[src/logic/csw_map.vh]
/*
 Chip-select and wait-state unit constants: register indices, field positions,
 reset values and decode widths. Assumes a 20-bit memory address, a 20-bit
 I/O address and 16-bit register data.
*/
`ifndef CSW_MAP_VH
`define CSW_MAP_VH

// ----------------------------------------------------------------------
// Register indices on the register port
// ----------------------------------------------------------------------
`define CSW_IDX_UPPER      3'h0
`define CSW_IDX_LOWER      3'h1
`define CSW_IDX_PBASE      3'h2
`define CSW_IDX_MID        3'h3
`define CSW_IDX_AUX        3'h4
`define CSW_IDX_RSTCFG     3'h5
`define CSW_IDX_STATUS     3'h6

// ----------------------------------------------------------------------
// Common control fields
// ----------------------------------------------------------------------
`define CSW_WAIT_LO        0
`define CSW_WAIT_HI        1
`define CSW_RDY_BIT        2
`define CSW_EXT_BIT        3
`define CSW_DA_BIT         7
// Base sits in bits 15-6, as address bits 19-10
`define CSW_BASE_LO        6
`define CSW_BASE_HI        15
// Upper and lower boundaries use bits 15-8 (address bits 19-12), clear of DA
`define CSW_BOUND_LO       8

// Aux register: block size index, peripheral space, pin mode
`define CSW_AUX_SIZE_LO    8
`define CSW_AUX_SIZE_HI    10
`define CSW_AUX_MEM_BIT    6
`define CSW_AUX_ADDR_BIT   7

// ----------------------------------------------------------------------
// Reset values
// ----------------------------------------------------------------------
`define CSW_UPPER_RST      16'hf03f
`define CSW_ZERO16         16'h0000
`define CSW_PBLOCK_SHIFT   8
`define CSW_PCB_BASE       10'h3ff
`define CSW_PCB_SPAN_SHIFT 8
`endif

[src/logic/csw_unit.v]
/*
 Chip-select decoder with wait-state and ready sequencing, plus the latch
 that samples the address/data bus during reset.
 Assumes: a bus unit issues one-cycle cycle_start with address and type,
 then holds the cycle until cycle_done; ready inputs come from pins.
*/
// Operation
// [RULE1] Capture bus value while reset low, keep
// [RULE2] Board drives configuration pattern during reset
// [RULE3] Selects follow CPU and DMA cycles alike
// [RULE4] Six memory, six peripheral 256-byte selects; code has seven peripheral
// [RULE5] Control write enables decode despite pin use
// [RULE6] Bit2 ready enable, bits1-0 wait count
// [RULE7] Bit3 extends low peripheral waits 5-15
// [RULE8] Programmed waits finish before ready counts; code samples ready while waits remain
// [RULE9] Late ready adds two waits after ready
// [RULE10] Control block select: zero waits, no ready
// [RULE11] Address-disable suppresses address phase drive
// [RULE12] Overlapping selects must share ready settings
// [RULE13] Mid/peripheral timing applies under pin reuse
// [RULE14] Fifth select timed; upper two off as address
// [RULE15] Upper select on at reset, 3 waits
// [RULE16] Upper boundary programmable 64K to 512K
// [RULE17] Low select enabled by register access
// [RULE18] Mid block anywhere outside other regions
// [RULE19] Mid enabled after both registers accessed
// [RULE20] Mid selects assert half clock later
// [RULE21] Peripheral base memory or I/O space
// [RULE22] Aux picks select or address pin mode
// [RULE23] Peripheral selects off until both accessed
// [RULE24] Selects active low, idle high otherwise; pcb_select is active high
`timescale 1ns/10ps
`include "csw_map.vh"

module csw_unit #(
   parameter AW = 20,                      // Memory address width
   parameter DW = 16                       // Register width
)(
   input  wire          core_clk,
   input  wire          reset_n,
   input  wire [15:0]   muxed_addr_data_bus,
   input  wire          cycle_start,
   input  wire [AW-1:0] cycle_addr,
   input  wire          cycle_io,
   input  wire          cycle_done,
   input  wire          ext_ready,
   input  wire [2:0]    reg_addr,
   input  wire [DW-1:0] reg_wdata,
   input  wire          reg_wr,
   input  wire          reg_rd,
   output reg  [DW-1:0] reg_rdata,
   output reg           upper_mem_select_n,
   output reg           lower_mem_select_n,
   output reg  [3:0]    mid_mem_selects_n,
   output reg  [3:0]    periph_selects_low_n,
   output reg           periph_select_four_n,
   output reg           periph_select_five_n,
   output reg           periph_select_six_n,
   output reg           pcb_select,
   output reg           address_disable,
   output wire          cycle_ready,
   output reg           addr_pins_mode
);

// ----------------------------------------------------------------------
// Functions
// ----------------------------------------------------------------------
// Wait count from control field and extension bit
function [3:0] wait_of;
   input [15:0] c;
   input        ext_ok;
   begin
      case ({ext_ok & c[`CSW_EXT_BIT], c[`CSW_WAIT_HI:`CSW_WAIT_LO]}) // [RULE7]
         3'h4:    wait_of = 4'h5;
         3'h5:    wait_of = 4'h7;
         3'h6:    wait_of = 4'h9;
         3'h7:    wait_of = 4'hf;
         default: wait_of = {2'h0, c[`CSW_WAIT_HI:`CSW_WAIT_LO]}; // [RULE6]
      endcase
   end
endfunction

// ----------------------------------------------------------------------
// Synchronisers and registers
// ----------------------------------------------------------------------
reg  [15:0] bus_s1_reg;                    // First stage, read by second only
reg  [15:0] bus_s2_reg;                    // Second stage
reg         rdy_s1_reg;                    // Ready first stage
reg         rdy_s2_reg;                    // Ready second stage
reg  [15:0] rstcfg_reg;                    // Reset configuration latch
reg  [15:0] upper_reg;                     // Upper region control
reg  [15:0] lower_reg;                     // Lower region control
reg  [15:0] pbase_reg;                     // Peripheral base control
reg  [15:0] mid_reg;                       // Midrange control
reg  [15:0] aux_reg;                       // Auxiliary control
reg         lower_en_reg;                  // Lower decode enabled
reg         mid_seen_reg;                  // Midrange register accessed
reg         aux_seen_reg;                  // Aux register accessed
reg         pbase_seen_reg;                // Peripheral base accessed
reg         in_reset_reg;                  // Previous reset level

wire        acc_hit = reg_wr | reg_rd;

always @(posedge core_clk) begin
   bus_s1_reg <= muxed_addr_data_bus;
   bus_s2_reg <= bus_s1_reg;
   rdy_s1_reg <= ext_ready;
   rdy_s2_reg <= rdy_s1_reg;
end

// Config latch: tracks the bus during reset, frozen afterwards.
// The bus is undriven by us in reset, so the board pattern lands here.
always @(posedge core_clk) begin
   in_reset_reg <= ~reset_n;
   if (!reset_n || in_reset_reg)
      rstcfg_reg <= bus_s2_reg; // [RULE1] [RULE2]
end

// Register writes and access tracking
always @(posedge core_clk) begin
   if (!reset_n) begin
      upper_reg      <= `CSW_UPPER_RST; // [RULE15]
      lower_reg      <= `CSW_ZERO16;
      pbase_reg      <= `CSW_ZERO16;
      mid_reg        <= `CSW_ZERO16;
      aux_reg        <= `CSW_ZERO16;
      lower_en_reg   <= 1'b0;
      mid_seen_reg   <= 1'b0;
      aux_seen_reg   <= 1'b0;
      pbase_seen_reg <= 1'b0;
   end else begin
      // Any access, read or write, counts toward enabling
      if (acc_hit && reg_addr == `CSW_IDX_LOWER)
         lower_en_reg <= 1'b1; // [RULE17]
      if (acc_hit && reg_addr == `CSW_IDX_MID)
         mid_seen_reg <= 1'b1; // [RULE19]
      if (acc_hit && reg_addr == `CSW_IDX_AUX)
         aux_seen_reg <= 1'b1; // [RULE19] [RULE23]
      if (acc_hit && reg_addr == `CSW_IDX_PBASE)
         pbase_seen_reg <= 1'b1; // [RULE23]
      if (reg_wr) begin
         case (reg_addr)
            `CSW_IDX_UPPER: upper_reg <= reg_wdata; // [RULE16]
            `CSW_IDX_LOWER: lower_reg <= reg_wdata;
            `CSW_IDX_PBASE: pbase_reg <= reg_wdata;
            `CSW_IDX_MID:   mid_reg   <= reg_wdata;
            `CSW_IDX_AUX:   aux_reg   <= reg_wdata;
            default: ;
         endcase
      end
   end
end

// ----------------------------------------------------------------------
// Address decode
// ----------------------------------------------------------------------
wire [9:0] a_hi     = cycle_addr[AW-1:AW-10];  // 1 Kbyte granules
wire [7:0] up_bound = upper_reg[`CSW_BASE_HI:`CSW_BOUND_LO];  // 4 Kbyte steps, DA bit kept out
wire [7:0] lo_bound = lower_reg[`CSW_BASE_HI:`CSW_BOUND_LO];
wire [9:0] mid_base = mid_reg[`CSW_BASE_HI:`CSW_BASE_LO];
wire [2:0] size_sel = aux_reg[`CSW_AUX_SIZE_HI:`CSW_AUX_SIZE_LO];
wire [9:0] mid_span = 10'h8 << size_sel;    // 8K up to 512K
wire [9:0] p_base   = pbase_reg[`CSW_BASE_HI:`CSW_BASE_LO];
wire       p_mem    = aux_reg[`CSW_AUX_MEM_BIT];
wire       mid_en   = mid_seen_reg & aux_seen_reg;
wire       per_en   = pbase_seen_reg & aux_seen_reg;
// 2 Kbyte window above base holds the seven 256-byte blocks
wire       p_space  = p_mem ? ~cycle_io : cycle_io; // [RULE21]
wire [9:0] p_off    = a_hi - p_base;
wire [2:0] p_blk    = {p_off[0], cycle_addr[9:8]};
wire       p_win    = per_en & p_space & (p_off[9:1] == 9'h000);
// Memory regions; a top boundary: region is addr >= bound
wire       up_hit   = ~cycle_io & (a_hi[9:2] >= up_bound); // [RULE3] [RULE16]
wire       lo_hit   = ~cycle_io & lower_en_reg & (a_hi[9:2] <= lo_bound);
wire [9:0] m_off    = a_hi - mid_base;
wire       mid_hit  = ~cycle_io & mid_en & (m_off < mid_span) & ~up_hit & ~lo_hit; // [RULE18]
wire       pcb_hit  = cycle_io & (a_hi == `CSW_PCB_BASE); // [RULE10]
wire       p_as_adr = aux_reg[`CSW_AUX_ADDR_BIT];

// ----------------------------------------------------------------------
// Cycle sequencer
// ----------------------------------------------------------------------
localparam ST_IDLE = 2'h0;
localparam ST_WAIT = 2'h1;
localparam ST_RDY  = 2'h2;
localparam ST_TAIL = 2'h3;

reg  [1:0]  state_reg;
reg  [1:0]  state_next;
reg  [3:0]  wcnt_reg;                      // Waits remaining
reg  [3:0]  wcnt_next;
reg         use_rdy_reg;                   // External ready honoured
reg  [3:0]  cyc_wait;                      // Decoded waits for new cycle
reg         cyc_rdy;                       // Decoded ready use for new cycle
reg  [12:0] sel_next;                      // Decoded selects, active high
reg         da_next;                       // Decoded address disable
reg         mid_dly_reg;                   // Midrange lag stage
reg  [3:0]  mid_q_reg;                     // Lagged midrange hits

// Select and timing decode; overlapping selects are assumed
// to share settings, so the first match sets the timing.
always @* begin
   sel_next = 13'h0000;
   cyc_wait = 4'h0;
   cyc_rdy  = 1'b0;
   da_next  = 1'b0;
   if (pcb_hit) begin
      cyc_wait = 4'h0; // [RULE10] [RULE12]
      cyc_rdy  = 1'b0;
   end else if (up_hit) begin
      sel_next[0] = 1'b1;
      cyc_wait    = wait_of(upper_reg, 1'b0);
      cyc_rdy     = upper_reg[`CSW_RDY_BIT];
      da_next     = upper_reg[`CSW_DA_BIT]; // [RULE11]
   end else if (lo_hit) begin
      sel_next[1] = 1'b1;
      cyc_wait    = wait_of(lower_reg, 1'b0);
      cyc_rdy     = lower_reg[`CSW_RDY_BIT];
      da_next     = lower_reg[`CSW_DA_BIT]; // [RULE11]
   end else if (mid_hit) begin
      // Timing applies even while the pins serve as general I/O
      sel_next[2 + m_off[1:0]] = 1'b1; // [RULE13] [RULE5]
      cyc_wait = wait_of(mid_reg, 1'b0);
      cyc_rdy  = mid_reg[`CSW_RDY_BIT];
   end else if (p_win) begin
      if (p_blk < 3'h5) begin
         sel_next[6 + p_blk] = 1'b1; // [RULE4] [RULE13] [RULE14]
         cyc_wait = wait_of(pbase_reg, 1'b1); // [RULE7]
         cyc_rdy  = pbase_reg[`CSW_RDY_BIT];
      end else if (!p_as_adr && p_blk != 3'h7) begin
         sel_next[6 + p_blk] = 1'b1; // [RULE22]
         cyc_wait = wait_of(aux_reg, 1'b0);
         cyc_rdy  = aux_reg[`CSW_RDY_BIT];
      end
   end
end

// Wait sequence: ready is heard while programmed waits remain;
// a late ready then costs two more waits.
always @* begin
   state_next = state_reg;
   wcnt_next  = wcnt_reg;
   case (state_reg)
      ST_IDLE: begin
         if (cycle_start) begin
            wcnt_next  = cyc_wait;
            // Zero waits finish at once; midrange keeps one cycle for its lag
            if (cyc_wait == 4'h0 && sel_next[5:2] == 4'h0)
               state_next = ST_TAIL;
            else
               state_next = ST_WAIT;
         end
      end
      ST_WAIT: begin
         if (wcnt_reg != 4'h0)
            wcnt_next = wcnt_reg - 4'h1; // [RULE8]
         if (use_rdy_reg && !rdy_s2_reg && wcnt_reg != 4'h0)
            state_next = ST_RDY; // [RULE9]
         else if (wcnt_reg <= 4'h1)
            state_next = ST_TAIL;
      end
      ST_RDY: begin
         if (rdy_s2_reg) begin
            wcnt_next  = 4'h2; // [RULE9]
            state_next = ST_WAIT;
         end
      end
      ST_TAIL: begin
         if (cycle_done)
            state_next = ST_IDLE;
      end
      default: state_next = ST_IDLE;
   endcase
end

assign cycle_ready = (state_reg == ST_TAIL);

// Sequencer state and select outputs
always @(posedge core_clk) begin
   if (!reset_n) begin
      state_reg            <= ST_IDLE;
      wcnt_reg             <= 4'h0;
      use_rdy_reg          <= 1'b0;
      upper_mem_select_n   <= 1'b1;
      lower_mem_select_n   <= 1'b1;
      mid_mem_selects_n    <= 4'hf;
      periph_selects_low_n <= 4'hf;
      periph_select_four_n <= 1'b1;
      periph_select_five_n <= 1'b1;
      periph_select_six_n  <= 1'b1;
      pcb_select           <= 1'b0;
      address_disable      <= 1'b0;
      addr_pins_mode       <= 1'b0;
      mid_dly_reg          <= 1'b0;
      mid_q_reg            <= 4'h0;
   end else begin
      state_reg      <= state_next;
      wcnt_reg       <= wcnt_next;
      addr_pins_mode <= p_as_adr; // [RULE22]
      if (state_reg == ST_IDLE && cycle_start) begin
         use_rdy_reg          <= cyc_rdy;
         upper_mem_select_n   <= ~sel_next[0]; // [RULE24] [RULE3]
         lower_mem_select_n   <= ~sel_next[1];
         mid_q_reg            <= sel_next[5:2];
         mid_dly_reg          <= 1'b1;
         periph_selects_low_n <= ~sel_next[9:6]; // [RULE24]
         periph_select_four_n <= ~sel_next[10];
         periph_select_five_n <= ~sel_next[11];
         periph_select_six_n  <= ~sel_next[12];
         pcb_select           <= pcb_hit;
         address_disable      <= da_next; // [RULE11]
      end else if (state_reg == ST_TAIL && cycle_done) begin
         upper_mem_select_n   <= 1'b1; // [RULE24]
         lower_mem_select_n   <= 1'b1;
         mid_mem_selects_n    <= 4'hf;
         periph_selects_low_n <= 4'hf;
         periph_select_four_n <= 1'b1;
         periph_select_five_n <= 1'b1;
         periph_select_six_n  <= 1'b1;
         pcb_select           <= 1'b0;
         address_disable      <= 1'b0;
         mid_dly_reg          <= 1'b0;
      end else if (mid_dly_reg) begin
         // Midrange lags one core cycle, the half bus clock
         mid_mem_selects_n <= ~mid_q_reg; // [RULE20]
         mid_dly_reg       <= 1'b0;
      end
   end
end

// ----------------------------------------------------------------------
// Register read port, data one cycle after strobe
// ----------------------------------------------------------------------
always @(posedge core_clk) begin
   if (!reset_n)
      reg_rdata <= `CSW_ZERO16;
   else if (reg_rd) begin
      case (reg_addr)
         `CSW_IDX_UPPER:  reg_rdata <= upper_reg;
         `CSW_IDX_LOWER:  reg_rdata <= lower_reg;
         `CSW_IDX_PBASE:  reg_rdata <= pbase_reg;
         `CSW_IDX_MID:    reg_rdata <= mid_reg;
         `CSW_IDX_AUX:    reg_rdata <= aux_reg;
         `CSW_IDX_RSTCFG: reg_rdata <= rstcfg_reg; // [RULE1]
         `CSW_IDX_STATUS: reg_rdata <= {10'h000, state_reg, lower_en_reg, mid_en, per_en, use_rdy_reg};
         default:         reg_rdata <= `CSW_ZERO16;
      endcase
   end
end

endmodule // csw_unit

[config.mk]
export PLATFORM = sky130hd
export DESIGN_NAME = csw_unit
export DESIGN_NICKNAME = d
export VERILOG_FILES = /design/src/logic/csw_unit.v
export VERILOG_INCLUDE_DIRS = /design/src /design/src/logic
export SDC_FILE = /design/constraint.sdc
export NUM_CORES = 1
export LEC_CHECK = 0
export BUFFER_PORTS_ARGS = -buffer_cell sky130_fd_sc_hd__clkbuf_2
export CORE_MARGIN = 2
export CORE_UTILIZATION = 50
export CTS_BUF_LIST = sky130_fd_sc_hd__clkbuf_8
export DETAILED_ROUTE_END_ITERATION = 10
export MAX_ROUTING_LAYER = met4
export PLACE_DENSITY = 0.72
export SLEW_MARGIN = 20
export SYNTH_ARGS = -nofsm -noshare
export SYNTH_HDL_FRONTEND = slang
export SYNTH_SLANG_ARGS = --single-unit
[constraint.sdc]
create_clock -name core_clk -period 4.9 [get_ports core_clk]
set_clock_uncertainty 0.1 [all_clocks]
set_input_delay 0.245 -clock core_clk [delete_from_list [all_inputs] [get_ports core_clk]]
set_output_delay 0.245 -clock core_clk [all_outputs]
set_load 0.005 [all_outputs]
### Word-level counts from Yosys, hierarchy flattened

Cells that the tools add are included.
Widths: inputs -> output; s select.

* flip-flop bits (word level): 179
* bits in latches: 0
* bits in writable memories: 0
* ROM bits: 0
* input port bits: 63
* output and inout bits: 33
* logic and storage cells: 183
* memories kept: 0

* add/sub/neg operators: 5
* $mul: 0
* div/mod/pow operators: 0
* $lt $le $gt $ge: 9
* eq/ne operators: 20
* shift operators: 1
* muxes and demuxes: 59
* bitwise operators: 25
* reductions and logical operators: 33

Operators with widths (number)
* $pmux 16 s7: 1
* $mux 13: 5
* $mux 4: 13
* $mux 1: 26
* $eq 3x3->1 const B: 7
* $sub 10x10->10: 2
* $pmux 4 s4: 1
* $mux 2: 7
* $and 1x1->1: 12
* $logic_and 1x1->1: 12
* $mux 12: 1
* $pmux 4 s3: 1
* $reduce_and 2->1: 6
* $mux 11: 1
* $eq 10x10->1 const B: 1
* $lt 10x10->1: 1
* $not 1->1: 10
* $shl 4x3->10 const A: 1
* $logic_not 9->1: 1
* $demux 1 s4: 2
* $ge 8x8->1: 1
* $le 8x8->1: 1
* $logic_not 4->1: 2
* $ne 2x2->1 const B: 4
* 25 further kinds: 33

### Longest topological paths before layout

* depth after elaboration: 18
* depth in mapped cells: 20
* gate-level depth less buffers: 20

### Worst setup path before layout

No wires, ideal clock.

* path kind: register to register
* start: register mid_reg[7]
* end: register wcnt_reg[1]
* library setup time: 116 ps
* arrival time: 3524 ps
* required time: 4684 ps
* setup slack: 1160 ps
* cell stages (with the launch flop): 19
* period minus slack after synthesis: 3740 ps
* path through: dfxtp_1 -> inv_1 -> ha_1 -> nor2b_1 -> o21ai_0 -> a21boi_0 -> o21ai_0 -> a21boi_0 -> o21ai_0 -> nor2b_1 -> o211ai_1 -> ha_1 -> inv_1 -> o2111ai_1 -> a31oi_1 -> a31oi_1 -> a221oi_1 -> o21bai_1 -> a41o_1

* cells in the longest elaborated chain, start to end: 11

Ends and longest elaborated chain
* from (decl): RTL line csw_unit.v:94 `reg [15:0] mid_reg;`
* from (signal assigned): RTL line csw_unit.v:125 `` mid_reg <= `CSW_ZERO16; ``
* from (signal assigned): RTL line csw_unit.v:146 `` `CSW_IDX_MID: mid_reg <= reg_wdata; ``
* $sub 10x10->10: RTL line csw_unit.v:175 `wire [9:0] m_off = a_hi - mid_base;`
* $lt 10x10->1: RTL line csw_unit.v:176 `wire mid_hit = ~cycle_io & mid_en & (m_off < mid_span) & ~up_hit & ~lo_hit;`
* $and 1x1->1 (3 in series): RTL line csw_unit.v:176
* $mux 4: RTL line csw_unit.v:220 `end else if (mid_hit) begin`
* $mux 4: RTL line csw_unit.v:215 `end else if (lo_hit) begin`
* $mux 4: RTL line csw_unit.v:210 `end else if (up_hit) begin`
* $mux 4: RTL line csw_unit.v:207 `if (pcb_hit) begin`
* $mux 4: RTL line csw_unit.v:245 `if (cycle_start) begin`
* $pmux 4 s3: RTL line csw_unit.v:243 `case (state_reg)`
* to (signal assigned): RTL line csw_unit.v:298 `wcnt_reg <= wcnt_next;`
* to (decl): RTL line csw_unit.v:190 `reg [3:0] wcnt_reg;`

Every way passes these cells. The select of a mux whose other input is x is not followed.
A chain may end at the register's enable or synchronous reset.

### Worst setup path after layout

* start: register mid_reg[7]
* end: register mid_q_reg[2]

* cells in the longest elaborated chain, start to end: 10

Ends and longest elaborated chain
* $sub 10x10->10 *: RTL line csw_unit.v:175
* $add 2x2->3: RTL line csw_unit.v:222 `sel_next[2 + m_off[1:0]] = 1'b1;`
* $lt 3x5->1 (not written as such) or $ge 3x1->1 (tied branches): RTL line csw_unit.v:222
* $logic_and 1x1->1 (not written as such): RTL line csw_unit.v:222
* $mux 1 (not written as such): RTL line csw_unit.v:222
* $demux 1 s4: RTL line csw_unit.v:222
* $mux 13 *: RTL line csw_unit.v:220
* $mux 11 *: RTL line csw_unit.v:215
* $mux 12 *: RTL line csw_unit.v:210
* $mux 13 *: RTL line csw_unit.v:207
* to (signal assigned): RTL line csw_unit.v:304 `mid_q_reg <= sel_next[5:2];`
* to (decl): RTL line csw_unit.v:198 `reg [3:0] mid_q_reg;`

Every way passes the cells marked *; elsewhere a longest branch is shown, timed or not.

==> metrics list <==
* Relative slew margins: 0.367
* Period Utilization, post-route: 0.884
* Kind of path behind the tightest hold check: in -> reg
* Fraction of final layout cells sized beyond drive strength 1: 0.145
- At the end of routability-driven placement, the weighted congestion stood at 0.895.
- The number of antenna diodes in the final layout is 0.
- Number of antenna violations at the first check in global routing: 0
- Compared with the post-synthesis result, the final layout area differs by 15.4%.
- Clock Pin Slew Worst Setup and Hold Paths: 0.10 ns
- CP most frequent cell: sky130_fd_sc_hd__o21ai_0
- Post-Syn Instances: about 1,000
* Port-buffer cells: 87
- Cell at the root of the clock tree: sky130_fd_sc_hd__clkbuf_8
- STA classifies the critical path endpoint as a register.
- The wire-length estimate of the detail-placed layout is 16,200 µm.
* Total gr overflow: 0
- Number of placement rows: 48
- The first global-routing pass estimated 36,100 µm of wire.
* Post-synth EDFFs: 16
- Detail Route Antenna Nets: 0
- Aggregate routed wire length: 23,000 µm
* Via count of the first global-routing pass: 6,951
* Flop and latch count out of synthesis: 179
- In the synthesized netlist the async set-or-reset flop fraction comes to 0.
- Area fraction in compound gates after synthesis: 0.182
* Area of the die: between 15,000 and 20,000 µm²
* Fin. max-slew vios: 0
* Setup crit start kind: register
- Final-layout setup total negative slack: 0 ns
- 96 I/O pins were placed.
* Hold-fix buffers at CTS: 33
- The Yosys step of the flow raised 0 warnings.
* Max clock buf depth: 2
* WL/cell: 16.9 µm
- The run finished with clean final reports.
- Residual DRC: 0
* Worst path arrival time: 4.64 ns
- The initial utilization of the core area, before any placement, comes to 0.505.
* CTS tree: done
- Post-synth top flop: sky130_fd_sc_hd__dfxtp_1
- The number of nets handed over by synthesis was 1,136.
- Leak pwr: 3.84 nW
- Maximum fanout encountered on the critical timing path: 4
- Combinational family with the most area after synthesis: simple AND/OR/NAND/NOR gates
* Largest incremental delay on the critical path: 0.48 ns
- WP buf/inv: 2
* RSZ-0062 raised after global routing: no
- Synthesized area: 8640 µm²
- Highest Clock Rate: 0.231 GHz
- Total track usage: 0.262
- Of the total synthesized cell area, the portion taken by XOR and XNOR cells is 0.0112.
- Measured along the y axis, the die boundary spans roughly 140 µm.
- Excluding fillers, the count of instances in the completed layout stands at 1,357.
* Initial DRC count: between 600 and 700
- Number of iterations in the first detailed-routing pass: 7
- In this run the post-CTS setup repair buffer count came out at 0.
- The worst setup path is of the reg -> reg kind.
- Number of instances resized during post-cts repair: 0
* Standard cell core area: 17,100 µm²
- Net count, final: around 1,200
- Minimum period implied by the final worst setup slack: around 4.3 ns
* Max Cap Violations: 0
- The routed layout has 7,705 vias.
- Largest net degree at the start of global routing: 79
- Dividing total power by cell area gives a power density of 318 nW/µm².
- Required time of the critical path: 5.21 ns
- Of the total synthesized cell area, the portion taken by full adders, half adders and majority gates is 0.0785.
* Multiplexer share of the synthesized area: 0.0498
- Post-Syn Area per Cell: 8.47 µm²
- Setup violations remaining at the end of the flow were counted as 0.
* Transition time of the tightest slew-check pin: 0.943 ns
- For this run, the register share of the synthesized area comes to 0.433.
- Among cell families on the critical path, the largest total delay comes from compound AO/OA/AOI/OAI gates.
- Count of endpoints failing hold in the final timing report: 0
* Number of buffers created by CTS: 17
- Slowest cell on the critical path: sky130_fd_sc_hd__nor3_1
- Cell total after placement: 1,292
* FILL cells: 1,551
- Traced cell by cell, the critical path runs through inv_1, ha_1, nor2b_1, o21ai_0, a21boi_0, o21ai_0, a21boi_0, o21ai_0, nor2b_1, o211ai_1, ha_1, inv_1, o2111ai_1, a31o_2, nor3_1, a31oi_1, or3_1, a21oi_1.
- Number of H-tree levels: 4
- Of the total synthesized cell area, the portion taken by AND, OR, NAND and NOR gates is 0.197.
* Worst voltage drop across the vdd grid: roughly 0.28 mV
- Vias/cell: between 5 and 6
- The clock drives 179 sinks.
- At the later pin of the worst-skew pair, clock insertion delay measures 0.48 ns.
- Distinct cell type count of the synthesized netlist: 72
* Die W: 135 µm
-- cell usage after synthesis (all sizes together), types with 6 or more instances --
cell type / n / area, µm²
a31oi: 10 / 62.6
nor2: 75 / 282
a221oi: 8 / 70.1
o21ai: 42 / 210
mux2i: 7 / 70.1
buf: 7 / 31.3
xnor2: 6 / 52.6
a21oi: 115 / 576
edfxtp: 16 / 480
nor2b: 14 / 87.6
nand3: 15 / 75.1
o22ai: 6 / 37.5
nor3: 22 / 110
a22oi: 10 / 75.1
mux2: 10 / 113
ha: 51 / 638
inv: 61 / 229
dfxtp: 163 / 3260
nand2b: 8 / 50.1
nand2: 211 / 795
o211ai: 13 / 97.6
clkbuf: 43 / 161
mux4: 11 / 248
nand4: 7 / 43.8
-- kinds of logic (layout without fill, tap and decap cells) --
| family | Yosys count | after routing |
|---|---|---|
| xor+xnor | 11 | 11 |
| fa+ha+maj | 53 | 53 |
| compound gates | 254 | 254 |
| mux | 28 | 28 |
| buf+inv | 111 | 223 |
| flops | 179 | 179 |
| simple gates | 384 | 384 |
-- area by class of cell --
class	count	area (µm²)	area share
clock buffer	17	234	0.0235
clock inverter	15	164	0.0164
inverter	61	229	0.0230
multi-input combinational	730	4480	0.449
sequential	179	3740	0.375
tap	225	282	0.0282
timing repair buffer	130	841	0.0843
-- path summary, 6_finish.rpt --
path	start	endpoint	slack (ns)	cells after the start
worst max-delay path	mid_reg[7]	mid_q_reg[2]	0.57	18
worst min-delay path	cycle_addr[9]	periph_selects_low_n[3]	0.03	2
worst max register to register	mid_reg[7]	mid_q_reg[2]	0.57	18
worst min register to register	bus_s1_reg[9]	bus_s2_reg[9]	0.24	0
-- where the power goes --
part | internal, mW | switching, mW
Clock | 0.425 | 0.602
Combinational | 0.220 | 0.331
Sequential | 1.54 | 0.0466
Total | 2.19 | 0.979
-- cell usage in the layout, fill, tap and decap left out, types with 13 or more instances in the layout --
master,instances
sky130_fd_sc_hd__clkbuf_2,87
sky130_fd_sc_hd__ha_1,51
sky130_fd_sc_hd__dlygate4sd3_1,33
sky130_fd_sc_hd__a21oi_1,115
sky130_fd_sc_hd__edfxtp_1,16
sky130_fd_sc_hd__nand2_1,210
sky130_fd_sc_hd__o211ai_1,13
sky130_fd_sc_hd__inv_1,60
sky130_fd_sc_hd__clkbuf_8,17
sky130_fd_sc_hd__nor3_1,21
sky130_fd_sc_hd__nor2_1,75
sky130_fd_sc_hd__dfxtp_1,163
sky130_fd_sc_hd__nor2b_1,14
sky130_fd_sc_hd__o21ai_0,41
sky130_fd_sc_hd__nand3_1,15
-- worst reg2reg max path, cell delays in order (launching register included) --
cell,delay (ns)
sky130_fd_sc_hd__dfxtp_1,0.36
sky130_fd_sc_hd__inv_1,0.08
sky130_fd_sc_hd__ha_1,0.27
sky130_fd_sc_hd__nor2b_1,0.13
sky130_fd_sc_hd__o21ai_0,0.19
sky130_fd_sc_hd__a21boi_0,0.14
sky130_fd_sc_hd__o21ai_0,0.26
sky130_fd_sc_hd__a21boi_0,0.16
sky130_fd_sc_hd__o21ai_0,0.28
sky130_fd_sc_hd__nor2b_1,0.27
sky130_fd_sc_hd__o211ai_1,0.14
sky130_fd_sc_hd__ha_1,0.36
sky130_fd_sc_hd__inv_1,0.06
sky130_fd_sc_hd__o2111ai_1,0.14
sky130_fd_sc_hd__a31o_2,0.28
sky130_fd_sc_hd__nor3_1,0.48
sky130_fd_sc_hd__a31oi_1,0.11
sky130_fd_sc_hd__or3_1,0.33
sky130_fd_sc_hd__a21oi_1,0.12
-- per-stage QoR --
stage	utilization	hold WS [ns]	setup WS, ns	power (mW)	area [µm²]
2_1_floorplan	-	0.173	1.16	1.98	8640
3_3_place_gp	0.540	0.210	0.831	2.13	9240
3_5_place_dp	0.540	0.212	0.760	2.14	9240
4_1_cts	0.583	0.0100	0.668	3.17	9970
5_1_grt	0.583	0.0389	0.141	3.30	9970
6_report	0.583	0.0293	0.567	3.17	9970
-- layer usage --
metal / vias up / share of wire / GRT usage / wire [µm]
met5: - / 0 / - / 0
met4: 0 / 0.030 / 0.108 / 683
met3: 55 / 0.076 / 0.0412 / 1760
met2: 326 / 0.44 / 0.385 / 10000
met1: 3558 / 0.46 / 0.361 / 10500
li1: 3766 / - / - / -
Note: power is estimated with default switching activity, not from simulation.
